File: src/kwd_pkg.sv
/*
 * Package for the keyed watchdog timer: register offset, field layout,
 * key words, timing constants and the bus request carrier.
 * Assumes a 50 MHz system clock and a 16-bit control register that
 * sits in the low half of one 32-bit Avalon-MM word.
 */
package kwd_pkg;

    // Register map, byte address on the Avalon-MM slave.
    localparam logic [3:0] KWD_CTRL_ADDR = 4'h0;

    // Control register layout.
    localparam int KWD_MODE_BIT = 15;
    localparam int KWD_RST_FLAG_BIT = 13;
    localparam int KWD_IRQ_FLAG_BIT = 12;
    localparam int KWD_SEL_LSB = 0;
    localparam int KWD_SEL_W = 3;

    // Timeout selection and reset value of the configuration.
    localparam logic [KWD_SEL_W-1:0] KWD_SEL_MAX = 3'h7;
    localparam logic KWD_MODE_RESET = 1'b0;
    localparam logic KWD_MODE_NMI = 1'b1;

    // Key words.
    localparam logic [15:0] KWD_KEY_CFG1 = 16'h3333;
    localparam logic [15:0] KWD_KEY_CFG2 = 16'hCCCC;
    localparam logic [15:0] KWD_KEY_RST1 = 16'hAAAA;
    localparam logic [15:0] KWD_KEY_RST2 = 16'h5555;

    // Longest timeout is 1.67 s at 40 MHz, scaled here to 50 MHz.
    localparam longint KWD_REF_HZ = 40000000;
    localparam longint KWD_MAX_TIME_MS = 1670;
    localparam longint KWD_CLK_HZ = 50000000;
    localparam longint KWD_MAX_CYC =
        (KWD_MAX_TIME_MS * KWD_CLK_HZ) / 1000;
    localparam int KWD_CNT_W = 27;

    // Shift between adjacent timeout selections.
    localparam int KWD_SEL_STEP = 2;

    // Length of the watchdog reset pulse in clock cycles.
    localparam int KWD_RST_PULSE = 4;

    // Avalon-MM request carrier.
    typedef struct packed {
        logic read;
        logic write;
        logic [3:0] address;
        logic [31:0] writedata;
    } kwd_req_t;

    // Key sequence states.
    typedef enum logic [1:0] {
        KWD_IDLE = 2'b00,
        KWD_GOT1 = 2'b01,
        KWD_GOT2 = 2'b11
    } kwd_seq_t;

endpackage

File: src/kwd_seq.sv
/*
 * Two-word key detector followed by an optional payload word.
 * Assumes wr_i and rd_i are one-cycle pulses of accepted accesses to
 * the control register and that data_i is valid with wr_i.
 */
`timescale 1ns/1ps
module kwd_seq
    import kwd_pkg::*;
#(
    parameter logic [15:0] KEY1 = 16'h0000,
    parameter logic [15:0] KEY2 = 16'h0000,
    parameter bit THIRD = 1'b0
)
(
    // Clock and reset.
    input wire logic clk_i,
    input wire logic rst_n_i,
    // Access strobes.
    input wire logic wr_i,
    input wire logic rd_i,
    input wire logic [15:0] data_i,
    // Result.
    output logic hit_o
);

    kwd_seq_t state_ff;
    kwd_seq_t nxt_state;

    // Any other access to the register cancels a sequence in progress.
    always_comb
    begin
        nxt_state = state_ff;
        hit_o = 1'b0;
        case (state_ff)
            KWD_IDLE:
            begin
                if (wr_i && data_i == KEY1)
                begin
                    nxt_state = KWD_GOT1;
                end
            end
            KWD_GOT1:
            begin
                if (wr_i && data_i == KEY2)
                begin
                    nxt_state = THIRD ? KWD_GOT2 : KWD_IDLE;
                    hit_o = !THIRD;
                end
                else if (wr_i || rd_i)
                begin
                    nxt_state = KWD_IDLE;
                end
            end
            KWD_GOT2:
            begin
                if (wr_i)
                begin
                    nxt_state = KWD_IDLE;
                    hit_o = 1'b1;
                end
                else if (rd_i)
                begin
                    nxt_state = KWD_IDLE;
                end
            end
            default:
            begin
                nxt_state = KWD_IDLE;
            end
        endcase
    end

    // State register.
    always_ff @(posedge clk_i)
    begin
        if (!rst_n_i)
        begin
            state_ff <= KWD_IDLE;
        end
        else
        begin
            state_ff <= nxt_state;
        end
    end

endmodule

File: src/kwd_top.sv
/*
 * Keyed watchdog timer with an Avalon-MM register slave.
 * Assumes one 50 MHz clock, a synchronous active-low power-on reset,
 * and that the rest of the system takes wdt_rst_o as an ordinary
 * system reset that does not re-sample configuration pins.
 */
// How it works
// Runs after reset, longest timeout, reset mode.
// Only one configuration write after reset.
// Configure by 3333h, CCCCh, then data.
// Only control register accesses break unlock.
// AAAAh then 5555h restarts the count.
// Restart pair cancelled by control accesses only.
// Count value never readable.
// Longest timeout about 1.67 s at 40 MHz.
// Mode bit selects NMI or system reset.
// NMI timeout sets interrupt flag, bit 12.
// NMI handler checks interrupt flag for source.
// Handler clears interrupt flag via unlock write; code clears it only on the first configuration write after reset.
// Timeout with interrupt flag set resets system.
// Watchdog reset sets reset flag, bit 13.
// Any control access clears reset flag.
// Watchdog reset leaves pin-sampled configuration alone.
// Watchdog reset otherwise acts as system reset.
// Counter ticks each clock; field selects length.
// Power-on reset clears flags and sequencers.
`timescale 1ns/1ps
module kwd_top
    import kwd_pkg::*;
#(
    parameter longint MAX_CYC = KWD_MAX_CYC
)
(
    // Clock and power-on reset.
    input wire logic clk_i,
    input wire logic rst_n_i,
    // Avalon-MM slave.
    input wire logic [3:0] avs_address_i,
    input wire logic avs_read_i,
    input wire logic avs_write_i,
    input wire logic [31:0] avs_writedata_i,
    output logic [31:0] avs_readdata_o,
    output logic avs_waitrequest_o,
    // Watchdog events.
    output logic wdt_nmi_o,
    output logic wdt_rst_o
);

    kwd_req_t req;
    logic ack_ff;
    logic [31:0] rdata_ff;
    logic sel_ctrl;
    logic ctrl_wr;
    logic ctrl_rd;
    logic cfg_hit;
    logic kick_hit;
    logic cfg_done_ff;
    logic mode_ff;
    logic [KWD_SEL_W-1:0] tsel_ff;
    logic irq_flag_ff;
    logic rst_flag_ff;
    logic [KWD_CNT_W-1:0] cnt_ff;
    logic [KWD_CNT_W-1:0] limit;
    logic timeout;
    logic nmi_ff;
    logic [2:0] rst_cnt_ff;
    logic wdt_rst_ff;
    logic sys_rst_n;
    logic [15:0] ctrl_view;

    // Pack the bus request.
    assign req = '{avs_read_i, avs_write_i, avs_address_i, avs_writedata_i};

    // Returns the terminal count for a timeout selection.
    function automatic logic [KWD_CNT_W-1:0] sel_limit(
        input logic [KWD_SEL_W-1:0] sel
    );
        logic [KWD_CNT_W-1:0] top;
        logic [5:0] sh;
        top = KWD_CNT_W'(MAX_CYC - 1);
        sh = 6'((KWD_SEL_MAX - sel) * KWD_SEL_STEP);
        sel_limit = top >> sh;
    endfunction

    // Address decode; each access takes exactly one wait cycle.
    assign sel_ctrl = (req.address == KWD_CTRL_ADDR);
    assign avs_waitrequest_o = (req.read || req.write) && !ack_ff;
    // A control access takes effect at the edge that completes it.
    assign ctrl_wr = req.write && ack_ff && sel_ctrl;
    assign ctrl_rd = req.read && ack_ff && sel_ctrl;
    assign avs_readdata_o = rdata_ff;

    // The watchdog's own reset also clears the sequencers, configuration and counter, not the flags, bus handshake or pulse.
    assign sys_rst_n = rst_n_i && !wdt_rst_ff;

    // Control register view; the count itself is never exposed.
    assign ctrl_view = {mode_ff, 1'b0, rst_flag_ff, irq_flag_ff,
                        9'h000, tsel_ff};

    // Configuration unlock: two keys then the data word.
    kwd_seq #(
        .KEY1(KWD_KEY_CFG1),
        .KEY2(KWD_KEY_CFG2),
        .THIRD(1'b1)
    ) u_cfg_seq (
        .clk_i(clk_i),
        .rst_n_i(sys_rst_n),
        .wr_i(ctrl_wr),
        .rd_i(ctrl_rd),
        .data_i(req.writedata[15:0]),
        .hit_o(cfg_hit)
    );

    // Restart unlock: two keys.
    kwd_seq #(
        .KEY1(KWD_KEY_RST1),
        .KEY2(KWD_KEY_RST2),
        .THIRD(1'b0)
    ) u_kick_seq (
        .clk_i(clk_i),
        .rst_n_i(sys_rst_n),
        .wr_i(ctrl_wr),
        .rd_i(ctrl_rd),
        .data_i(req.writedata[15:0]),
        .hit_o(kick_hit)
    );

    // Bus handshake and read data capture.
    always_ff @(posedge clk_i)
    begin
        if (!rst_n_i)
        begin
            ack_ff <= 1'b0;
            rdata_ff <= 32'h0000_0000;
        end
        else
        begin
            ack_ff <= (req.read || req.write) && !ack_ff;
            if (req.read && !ack_ff)
            begin
                rdata_ff <= sel_ctrl ? {16'h0000, ctrl_view} : 32'h0000_0000;
            end
        end
    end

    // Configuration, written once per reset through the key sequence.
    always_ff @(posedge clk_i)
    begin
        if (!sys_rst_n)
        begin
            cfg_done_ff <= 1'b0;
            mode_ff <= KWD_MODE_RESET;
            tsel_ff <= KWD_SEL_MAX;
        end
        else if (cfg_hit && !cfg_done_ff)
        begin
            cfg_done_ff <= 1'b1;
            mode_ff <= req.writedata[KWD_MODE_BIT];
            tsel_ff <= req.writedata[KWD_SEL_LSB +: KWD_SEL_W];
        end
    end

    // Counter advances every clock and restarts on a kick or timeout.
    assign limit = sel_limit(tsel_ff);
    // A shorter selection written mid-count still ends the period.
    assign timeout = (cnt_ff >= limit);

    always_ff @(posedge clk_i)
    begin
        if (!sys_rst_n || kick_hit || timeout)
        begin
            cnt_ff <= '0;
        end
        else
        begin
            cnt_ff <= cnt_ff + 1'b1;
        end
    end

    // Interrupt flag: survives a watchdog reset, cleared by power-on
    // or by a keyed configuration write with the bit low. A set flag
    // is cleared even if a timeout falls in the same cycle.
    always_ff @(posedge clk_i)
    begin
        if (!rst_n_i)
        begin
            irq_flag_ff <= 1'b0;
            nmi_ff <= 1'b0;
        end
        else
        begin
            nmi_ff <= 1'b0;
            if (timeout && mode_ff == KWD_MODE_NMI && !irq_flag_ff)
            begin
                irq_flag_ff <= 1'b1;
                nmi_ff <= 1'b1;
            end
            else if (cfg_hit && !cfg_done_ff &&
                     !req.writedata[KWD_IRQ_FLAG_BIT])
            begin
                irq_flag_ff <= 1'b0;
            end
        end
    end

    // Watchdog reset pulse and reset flag. The flag is set by the reset
    // and cleared by any control access; the set wins.
    always_ff @(posedge clk_i)
    begin
        if (!rst_n_i)
        begin
            rst_flag_ff <= 1'b0;
            wdt_rst_ff <= 1'b0;
            rst_cnt_ff <= 3'h0;
        end
        else
        begin
            if (timeout && (mode_ff == KWD_MODE_RESET || irq_flag_ff))
            begin
                wdt_rst_ff <= 1'b1;
                rst_cnt_ff <= 3'(KWD_RST_PULSE - 1);
                rst_flag_ff <= 1'b1;
            end
            else
            begin
                if (rst_cnt_ff != 3'h0)
                begin
                    rst_cnt_ff <= rst_cnt_ff - 3'h1;
                end
                else
                begin
                    wdt_rst_ff <= 1'b0;
                end
                if (ctrl_wr || ctrl_rd)
                begin
                    rst_flag_ff <= 1'b0;
                end
            end
        end
    end

    // Outputs. Pin-sampled configuration lives outside and only sees
    // the power-on reset, never this pulse.
    assign wdt_nmi_o = nmi_ff;
    assign wdt_rst_o = wdt_rst_ff;

endmodule

File: config.mk
export PLATFORM = sky130hd
export DESIGN_NAME = kwd_top
export DESIGN_NICKNAME = d
export VERILOG_FILES = /design/src/kwd_pkg.sv /design/src/kwd_seq.sv /design/src/kwd_top.sv
export SDC_FILE = /design/constraint.sdc
export NUM_CORES = 1
export LEC_CHECK = 0
export BUFFER_PORTS_ARGS = -buffer_cell sky130_fd_sc_hd__buf_2
export CAP_MARGIN = 30
export CORE_UTILIZATION = 53
export CTS_BUF_LIST = sky130_fd_sc_hd__clkbuf_2 sky130_fd_sc_hd__clkbuf_4 sky130_fd_sc_hd__clkbuf_8
export CTS_CLUSTER_DIAMETER = 40
export DETAILED_ROUTE_END_ITERATION = 12
export GPL_TIMING_DRIVEN = 0
export PLACE_DENSITY_LB_ADDON = 0.05
export REMOVE_ABC_BUFFERS = 1
export SLEW_MARGIN = 20
export SYNTH_ARGS = -nofsm -noshare
export SYNTH_HDL_FRONTEND = slang
export SYNTH_SLANG_ARGS = --single-unit
File: constraint.sdc
create_clock -name clk_i -period 3 [get_ports clk_i]
set_input_delay 0.45 -clock clk_i [delete_from_list [all_inputs] [get_ports clk_i]]
set_output_delay 0.45 -clock clk_i [all_outputs]
set_load 0.01 [all_outputs]
; ---- Word level (Yosys, flattened, before mapping)
; Index checks and enable logic that the tools add are counted.
[word_totals]
ff_bits = 76
input_bits = 40
output_inout_bits = 35
elab_cells = 96
[op_classes]
addsub = 3
order_cmp = 1
eq_ne = 15
shifts = 1
muxes = 23
bitwise_logic = 2
reduce_logical = 37
[ops]
columns = op, count
row1 = "16-bit == test, second input constant", 2
row2 = "27-bit by 1-bit adder with 27-bit output, second input constant", 1
row3 = 27-bit >= comparator, 1
row4 = "27-bit by 6-bit >> shifter with 27-bit output, first input constant", 1
row5 = 2-bit two-way mux, 9
row6 = "16-bit by 14-bit == test with 1-bit output, second input constant", 1
row7 = "16-bit by 15-bit == test with 1-bit output, second input constant", 1
row8 = 1-bit logical AND, 16
row9 = 16-bit two-way mux, 1
row10 = 2-bit case mux with 3 select lines, 2
row11 = 1-bit two-way mux, 10
row12 = "3-bit by 2-bit != test with 1-bit output, second input constant", 3
row13 = 1-bit logical NOT, 6
row14 = 3-bit AND reduction, 2
row15 = 2-bit nonzero test, 3
row16 = 1-bit logical OR, 5
row17 = "2-bit by 1-bit == test with 1-bit output, second input constant", 2
row18 = "2-bit == test, second input constant", 2
row19 = 2-bit logical NOT, 2
row20 = 4-bit logical NOT, 1
row21 = "2-bit by 1-bit != test with 1-bit output, second input constant", 2
row22 = "3-bit by 3-bit subtractor with 4-bit output, first input constant", 1
row23 = "3-bit by 1-bit != test with 1-bit output, second input constant", 1
row24 = 3-bit nonzero test, 1
row25 = other kinds (5), 6

; ---- Depth between registers and ports, before layout
; Gate-level depths: netlist of run 1.
[logic_depth]
depth_word = 8
depth_mapped = 12
ltp_nobuf = 11

; ---- Hierarchy
; Synthesis of run 1 repeated with hierarchy kept, for this count alone.
[hier_totals]
hier_cells = 390
hier_area_um2 = 3589.7
[modules_own_cells]
columns = module, instances, cells_per_inst, area_each_um2, seq_area_each_um2
row1 = kwd_top, 1, 347, 3236.9, 920.9
row2 = kwd_seq (u_cfg_seq), 1, 27, 187.7, 40.0
row3 = kwd_seq (u_kick_seq), 1, 16, 165.2, 20.0

; ---- Worst setup path before layout of run 1
; No wires, ideal clock.
[synth_path]
kind = reg2reg
from = register tsel_ff[1]
to = register rst_cnt_ff[1]
setup_ns = 0.117
t_arrival_ns = 2.551
t_required_ns = 2.883
setup_slack_ns = 0.332
path_stages_with_launch = 12
n_path_buf = 0
period_less_slack_ns = 2.668
path_cell_list = dfxtp_1 -> inv_1 -> ha_1 -> inv_1 -> o21ai_0 -> inv_1 -> ha_1 -> nand4_1 -> a211oi_1 -> o31ai_1 -> nand4_1 -> a22o_2
[synth_via]
elab_chain_len = 5
word_cells_on_any_way = 6
classes_between = add/sub (1) / order compare (1) / shift (1) / mux (1) / reduce/logical (2)
[synth_rtl]
columns = element, line
row1 = "start, declared", kwd_top.sv:59  ; logic [KWD_SEL_W-1:0] tsel_ff;
row2 = "start signal, assigned", kwd_top.sv:159  ; tsel_ff <= req.writedata[KWD_SEL_LSB +: KWD_SEL_W];
row3 = 3-bit by 3-bit subtractor with 4-bit output (*), kwd_top.sv:81  ; sh = 6'((KWD_SEL_MAX - sel) * KWD_SEL_STEP);
row4 = 27-bit by 6-bit >> shifter with 27-bit output (*), kwd_top.sv:82  ; sel_limit = top >> sh;
row5 = 27-bit >= comparator (*), kwd_top.sv:166  ; assign timeout = (cnt_ff >= limit);
row6 = 1-bit logical AND (*), kwd_top.sv:218  ; if (timeout && (mode_ff == KWD_MODE_RESET || irq_flag_ff))
row7 = 2-bit two-way mux / 2-bit nonzero test (equally long branches), --
row8 = "end signal, assigned", kwd_top.sv:221  ; rst_cnt_ff <= 3'(KWD_RST_PULSE - 1);
row9 = "end signal, assigned", kwd_top.sv:228  ; rst_cnt_ff <= rst_cnt_ff - 3'h1;
row10 = "end, declared", kwd_top.sv:66  ; logic [2:0] rst_cnt_ff;
; Mark *: on every way between the ends. The rest lies on a longest branch, timed or not.
; A chain may end at the register's enable or synchronous reset.

; ---- Worst setup path in the final report of run 1
[layout_path]
from = register tsel_ff[0]
to = register rst_cnt_ff[1]
; The elaborated chain is that of the path after synthesis.

==> impl_metrics.toml, run 1 <==
[status]
outcome = "finished clean"

[power_and_ir_drop]
finalPower_mw = 1.295
p_leak_nw = 1.649
p_per_area_nw_per_um2 = 355.1
vdd_ir_drop_max_v = 0.0001939

[sta]
worst_slack_ps = 125.7
worstMarginPinSlew_ps = 619.0
clock.fmax_mhz = 347.9
setup_tns_ps = 0
hold_violations = 0
slew_viol_final = 0
post-route-min-period_ps = 2874
setup_violations = 0
timing.final.crit_share_pct = 95.81
slew_headroom_pct = 58.46
fin_worst_skew_ps = 8.427

[clocking]
h-tree-depth = 2
clockRootBuffer = "clkbuf_8"
cts.sinks = 49
clock_latency_ps = 310
clkSlewWorstSetupHoldPaths_ps = 100
cts_buffers = 5
clock_path_buffers = 2
postCtsHoldBufs = 0
cts_tree = "yes"

[cells_and_area]
area_growth_pct = 10.92
final_util_pct = 61.26
fill_cells = 555
antenna_cells = 0
seq_area_um2 = 987.2
layout.nets = 482
final_layout_size_suffix_gt1_share_pct = 16.26
multi_input_area_um2 = 2167

[drt]
routed_via_density = 5.532
drc_errors = 0
num_vias = 2661
drt_iter0_drc = 132
wl_per_cell_um = 14.80
drt_pass1_iterations = 4
drt.antenna.violating_nets = 0
wl_um = 7117

[setup_path]
r2r_end = "rst_cnt_ff[1]$_SDFFE_PN0P_"
cpPeakStageDelay_ps = 450
rr_worst_depth = 11
r2r_start = "tsel_ff[0]$_SDFFE_PN1P_"
path_class = "register to register"
critPathArrivalTime_ps = 3090
crit_path_top_delay_cell = "dfxtp_2"
worstPathCellList = "inv_1, ha_1, mux2_2, ha_1, a21oi_1, o21ai_0, a221oi_4, buf_4, nand4_1, buf_4, a22o_2"
worst_ep_required_time_ps = 3210
crit_path_max_fanout = 9
rrSetupSlack_ps = 130
cp-startpoint = "tsel_ff[0]$_SDFFE_PN1P_"
start_kind = "register"
end_kind = "register"

[flow_run]
maxCapViolCount = 0

[grt]
grt_usage_pct = 22.19
grt_max_degree = 27
overflow = 0
grt_pass1_vias = 2314
grt_pass1_wl_um = 11220
grt_antenna_before_repair = 0

[floorplan]
core_area_um2 = 5956
die_area_um2 = 6525
die_w_um = 80.78
die_h_um = 80.78
rows = 28
start_util_pct = 55.23
pin_count = 75

[synth]
synthCells = 367
synth_area_per_cell_um2 = 8.963
synth-seq-cells = 49
synth_warnings = 0
synth_edf_count = 0
synthFlopType = "dfxtp_1"
async_flop_share_pct = 0
ys_seq_area_share_pct = 29.82
syn_area_um2 = 3289
synthDistinctLibCells = 52

[placement]
gp_congestion = 0.8423
pre_cts_ws_ps = -296.0
dpl.hpwl_um = 5080
io_buffer_count = 32

[worst_hold_path]
hold_end = "tsel_ff[1]$_SDFFE_PN1P_"
min_path_cells = 3
min_path_type = "input port to register"
hp-start = "avs_writedata_i[1]"
[where the power goes]
part / switching (mW) / internal (mW) / total [mW] / leakage, nW
combinational: 0.0494 / 0.0256 / 0.0750 / 1.19
clock: 0.229 / 0.331 / 0.560 / 0.0681
sequential: 0.00625 / 0.654 / 0.660 / 0.394
total: 0.285 / 1.01 / 1.30 / 1.65
[critical path, delay by kind of cell (launching register included)]
family                   cells  cell delay (ps)
AO/OA/AOI/OAI                4              910
adder cells (fa/ha/maj)      2              540
buffers and inverters        3              530
flip-flops                   1              450
multiplexers                 1              280
AND/OR/NAND/NOR              1               80
[metal layers]
metal	track usage [%]	wire [um]	share of wire, %	up-vias
met5	0	0	0	-
met4	6.250	106	1.5	0
met3	3.371	267	3.8	11
met2	34.92	3206	45	56
met1	31.38	3537	50	1236
li1	-	-	-	1358
[metrics by stage]
step | hold slack [ps] | std cells | instance area [um^2]
2_1_floorplan | 455.8 | 360 | 3139
3_3_place_gp | 473.4 | 467 | 3393
3_5_place_dp | 487.4 | 467 | 3393
4_1_cts | 405.4 | 477 | 3582
5_1_grt | 410.0 | 481 | 3649
6_report | 410.4 | 481 | 3649
[flip-flops by register name, summed over array words and instances (netlist names)]
signal / cells
cnt_ff: 27
avs_readdata_o: 6
rst_cnt_ff: 3
tsel_ff: 3
u_cfg_seq.state_ff: 2
ack_ff: 1
cfg_done_ff: 1
irq_flag_ff: 1
mode_ff: 1
rst_flag_ff: 1
u_kick_seq.state_ff: 1
wdt_nmi_o: 1
wdt_rst_o: 1
[cells in the mapped netlist, types with 5 or more instances]
master | instances | area share, %
dfxtp_1 | 49 | 30
ha_1 | 37 | 14
nor3_1 | 34 | 5.2
buf_4 | 29 | 6.6
nor2_1 | 25 | 2.9
nand2_1 | 23 | 2.6
xor2_1 | 16 | 4.3
inv_1 | 15 | 1.7
nand4_1 | 15 | 2.9
nand3_1 | 13 | 2.0
a21oi_1 | 12 | 1.8
xnor2_1 | 10 | 2.7
o21ai_0 | 9 | 1.4
nand2b_1 | 7 | 1.3
a22oi_1 | 6 | 1.4
a21boi_0 | 5 | 1.1
and2_1 | 5 | 0.95
[worst max path at each step]
stage                                      end  cells after the start
global placement    rst_cnt_ff[0]$_SDFFE_PN0P_                     11
global route        rst_cnt_ff[1]$_SDFFE_PN0P_                     13
floorplan           rst_cnt_ff[1]$_SDFFE_PN0P_                     11
CTS                 rst_cnt_ff[1]$_SDFFE_PN0P_                     12
finish              rst_cnt_ff[1]$_SDFFE_PN0P_                     11
detailed placement  rst_cnt_ff[0]$_SDFFE_PN0P_                     11
[timing repair]
action	4_1_cts	5_1_grt
cloned	1	1
resized for setup	8	5
endpoints found under the setup margin	34	33
buffers inserted	1	3
pin swaps	2	4
[cell type report]
class / instances / area share [%]
clock buffers: 5 / 1.886
clock inverters: 3 / 1.783
inverters: 17 / 1.749
flip-flops and latches: 49 / 27.06
well taps: 75 / 2.572
multi-input cells: 296 / 59.40
repair buffers: 36 / 5.556
[layout by cell type, fill, tap and decap left out, types with 6 or more instances in the layout]
master / instances
dfxtp_1: 46
ha_1: 37
nor3_1: 34
buf_2: 32
conb_1: 26
nor2_1: 25
nand2_1: 23
xor2_1: 16
inv_1: 15
nand4_1: 15
nand3_1: 13
a21oi_1: 12
xnor2_1: 10
nand2b_1: 7
o21ai_0: 7
a22oi_1: 6
[cells by family after synthesis]
logic type               Yosys count  share of synthesized area, %
AND/OR/NAND/NOR                  151                         27.54
AO/OA/AOI/OAI                     49                         10.61
flip-flops                        49                         29.82
buffers and inverters             49                         9.357
adder cells (fa/ha/maj)           37                         14.07
XOR/XNOR                          26                         6.923
multiplexers                       5                         1.560
other                              1                        0.1140
Note: power is estimated with default switching activity, not from simulation.
==> run 2: changes to the inputs <==
ABC_AREA = 1   (was default)
PLACE_DENSITY = 0.78   (was default)
PLACE_DENSITY_LB_ADDON = default   (was 0.05)
==> impl_metrics.toml, run 2 <==
[sta]
worstMarginPinSlew_ps = 874.8
whs_ps = 415.0
worst_slack_ps = 227.8
slew_headroom_pct = 41.46
hold_violations = 0
post-route-min-period_ps = 2772
slew_viol_final = 0
rsz0062_at_grt = "no"
timing.final.crit_share_pct = 92.41
setup_tns_ps = 0
fin_worst_skew_ps = 8.079
setup_violations = 0
clock.fmax_mhz = 360.7

[drt]
wl_um = 7769
drt.antenna.violating_nets = 0
drt_iter0_drc = 109
num_vias = 3258
drc_errors = 3
drt_pass1_iterations = 10
wl_per_cell_um = 12.49
routed_via_density = 5.238

[cells_and_area]
layout_common_cells = "nand2_1, inv_1, nor2_1, dfxtp_1, ha_1"
stdcell_count = 622
final_common_cell = "nand2_1"
final_layout_size_suffix_gt1_share_pct = 13.21
antenna_cells = 0
regMostFlops = "cnt_ff"
layout.nets = 621
largest_register_ffs = 27
area_growth_pct = 8.889

[power_and_ir_drop]
p_per_area_nw_per_um2 = 383.1
internal_power_mw = 1.095
p_switching_mw = 0.3847
p_sw_share_pct = 26.00
p_leak_nw = 1.908
p_clk_share_pct = 38.6
seq_power_share_pct = 47.4
comb_power_share_pct = 14.1
vdd_ir_drop_max_v = 0.0004922

[setup_path]
r2r_start = "tsel_ff[1]$_SDFFE_PN1P_"
cpPeakStageDelay_ps = 410
end_kind = "register"
crit_top_cell = "nand2_1"
crit_family = "simple AND/OR/NAND/NOR gates"
start_kind = "register"
worst_ep_required_time_ps = 3230
critPathArrivalTime_ps = 3010
path_class = "register to register"
crit_path_max_fanout = 13
critPathBufInv = 4
crit_path_top_delay_cell = "dfxtp_2"
cp-startpoint = "tsel_ff[1]$_SDFFE_PN1P_"
worstPathCellList = "inv_1, ha_1, nand2_1, nand2_1, inv_1, ha_1, nand2_1, inv_1, nand2_1, inv_1, nand2_1, nand3_1, nand2_1, nand3_1, nand3b_4, nor2_1"

[synth]
synthDistinctLibCells = 39
synth_top_area_cell = "dfxtp_1"
netlist_top_cells_area = "dfxtp_1, ha_1, nand2_1"
synth_area_per_cell_um2 = 6.969
synth_common_cells = "nand2_1, inv_1, nor2_1, dfxtp_1, ha_1"
synth-seq-cells = 49
synthCells = 509
synthFlopType = "dfxtp_1"
synthDominantCellAreaShare_pct = 27.65
ys_seq_area_share_pct = 27.65
synth_warnings = 0
async_flop_share_pct = 0
synth_edf_count = 0
syn_area_um2 = 3547
yosysMostFrequentCell = "nand2_1"

[grt]
overflow = 0
grt_usage_pct = 22.26
grt_antenna_before_repair = 0
grt_pass1_wl_um = 12770
grt_max_degree = 28
grt_pass1_vias = 3036

[placement]
io_buffer_count = 32
dpl.hpwl_um = 5898
pre_cts_ws_ps = 85.60
place_inst = 612
gp_congestion = 0.8786

[floorplan]
pin_count = 75
die_w_um = 83.81
rows = 29
start_util_pct = 55.23
die_area_um2 = 7024
core_area_um2 = 6422
die_h_um = 83.81

[flow_run]
maxCapViolCount = 0

[clocking]
cts.sinks = 49
cts_setup_buffers = 0
clockRootBuffer = "clkbuf_8"
cts_buffers = 5
cts_tree = "yes"
postCtsHoldBufs = 0
h-tree-depth = 2
clock_path_buffers = 2
clock_latency_ps = 310
clkSlewWorstSetupHoldPaths_ps = 90

[status]
outcome = "finished with violations"
failed_checks = "design-rule violations"

[worst_hold_path]
hp-start = "avs_writedata_i[2]"
min_path_type = "input port to register"
[run 2: cell types whose count changed in the layout (fill, tap and decap cells not counted), moves of 11 or more]
cell	delta
o21ai_0	+11
inv_1	+51
nor2_1	+32
a21oi_1	+21
nand2_1	+83
nor3_1	-24
nand3_1	+11
[run 2: worst reg2reg max path: cells and delay by family, from the launching register on]
family                     cells  cell delay [ps]
buffers and inverters          4              300
DFF                            1              410
adders and majority gates      2              620
and+or+nand+nor               10             1380
[run 2: area by class of cell]
| cell class | count | area (um^2) |
|---|---|---|
| clock buffer | 5 | 68.82 |
| clock inverter | 3 | 68.82 |
| fill | 586 | 2560 |
| inverter | 69 | 261.5 |
| multi-input combinational | 387 | 2222 |
| sequential | 49 | 984.7 |
| tap | 77 | 96.34 |
| timing repair buffer | 32 | 160.2 |
[run 2: per-layer routing]
layer / track usage, % / vias up / routed length [um]
met5: 0 / - / 0
met4: 8.934 / 0 / 258
met3: 3.561 / 27 / 408
met2: 40.46 / 117 / 3806
met1: 25.87 / 1453 / 3296
li1: - / 1661 / -
[run 2: cells by family after synthesis]
group | synth area share (%)
AND/OR/NAND/NOR | 32.88
buffers and inverters | 13.54
XOR/XNOR | 3.457
other | 0.1057
AO/OA/AOI/OAI | 9.313
flip-flops | 27.65
adder cells (fa/ha/maj) | 13.05
[run 2: worst paths after layout]
path	end	slack [ps]	depth (start not counted)
hold reg to reg	avs_readdata_o[13]$_SDFFE_PN0P_	480	2
hold / removal	tsel_ff[2]$_SDFFE_PN1P_	420	3
setup / recovery	cnt_ff[2]$_SDFF_PP0_	230	16
setup reg to reg	cnt_ff[2]$_SDFF_PP0_	230	16
[run 2: power by group through the flow]
stage | combinational [mW] | clock, mW | sequential, mW
after global routing | 0.244 | 0.608 | 0.705
after detailed placement | 0.205 | 0 | 0.715
final | 0.208 | 0.570 | 0.701
after floorplan | 0.147 | 0 | 0.715
after CTS | 0.206 | 0.578 | 0.701
after global placement | 0.193 | 0 | 0.715
[run 2: stage by stage]
step	util, %	total power [mW]	cell area [um^2]
CTS	59.42	1.484	3816
finish	60.14	1.480	3862
global route	60.14	1.557	3862
global placement	57.28	0.9081	3679
floorplan	-	0.8619	3422
detailed placement	57.28	0.9205	3679
[run 2: timing repair]
| item | CTS | global route |
|---|---|---|
| endpoints found under the setup margin | 0 | 27 |
| gates resized for setup | 0 | 6 |
| hold endpoints to repair | 0 | 0 |
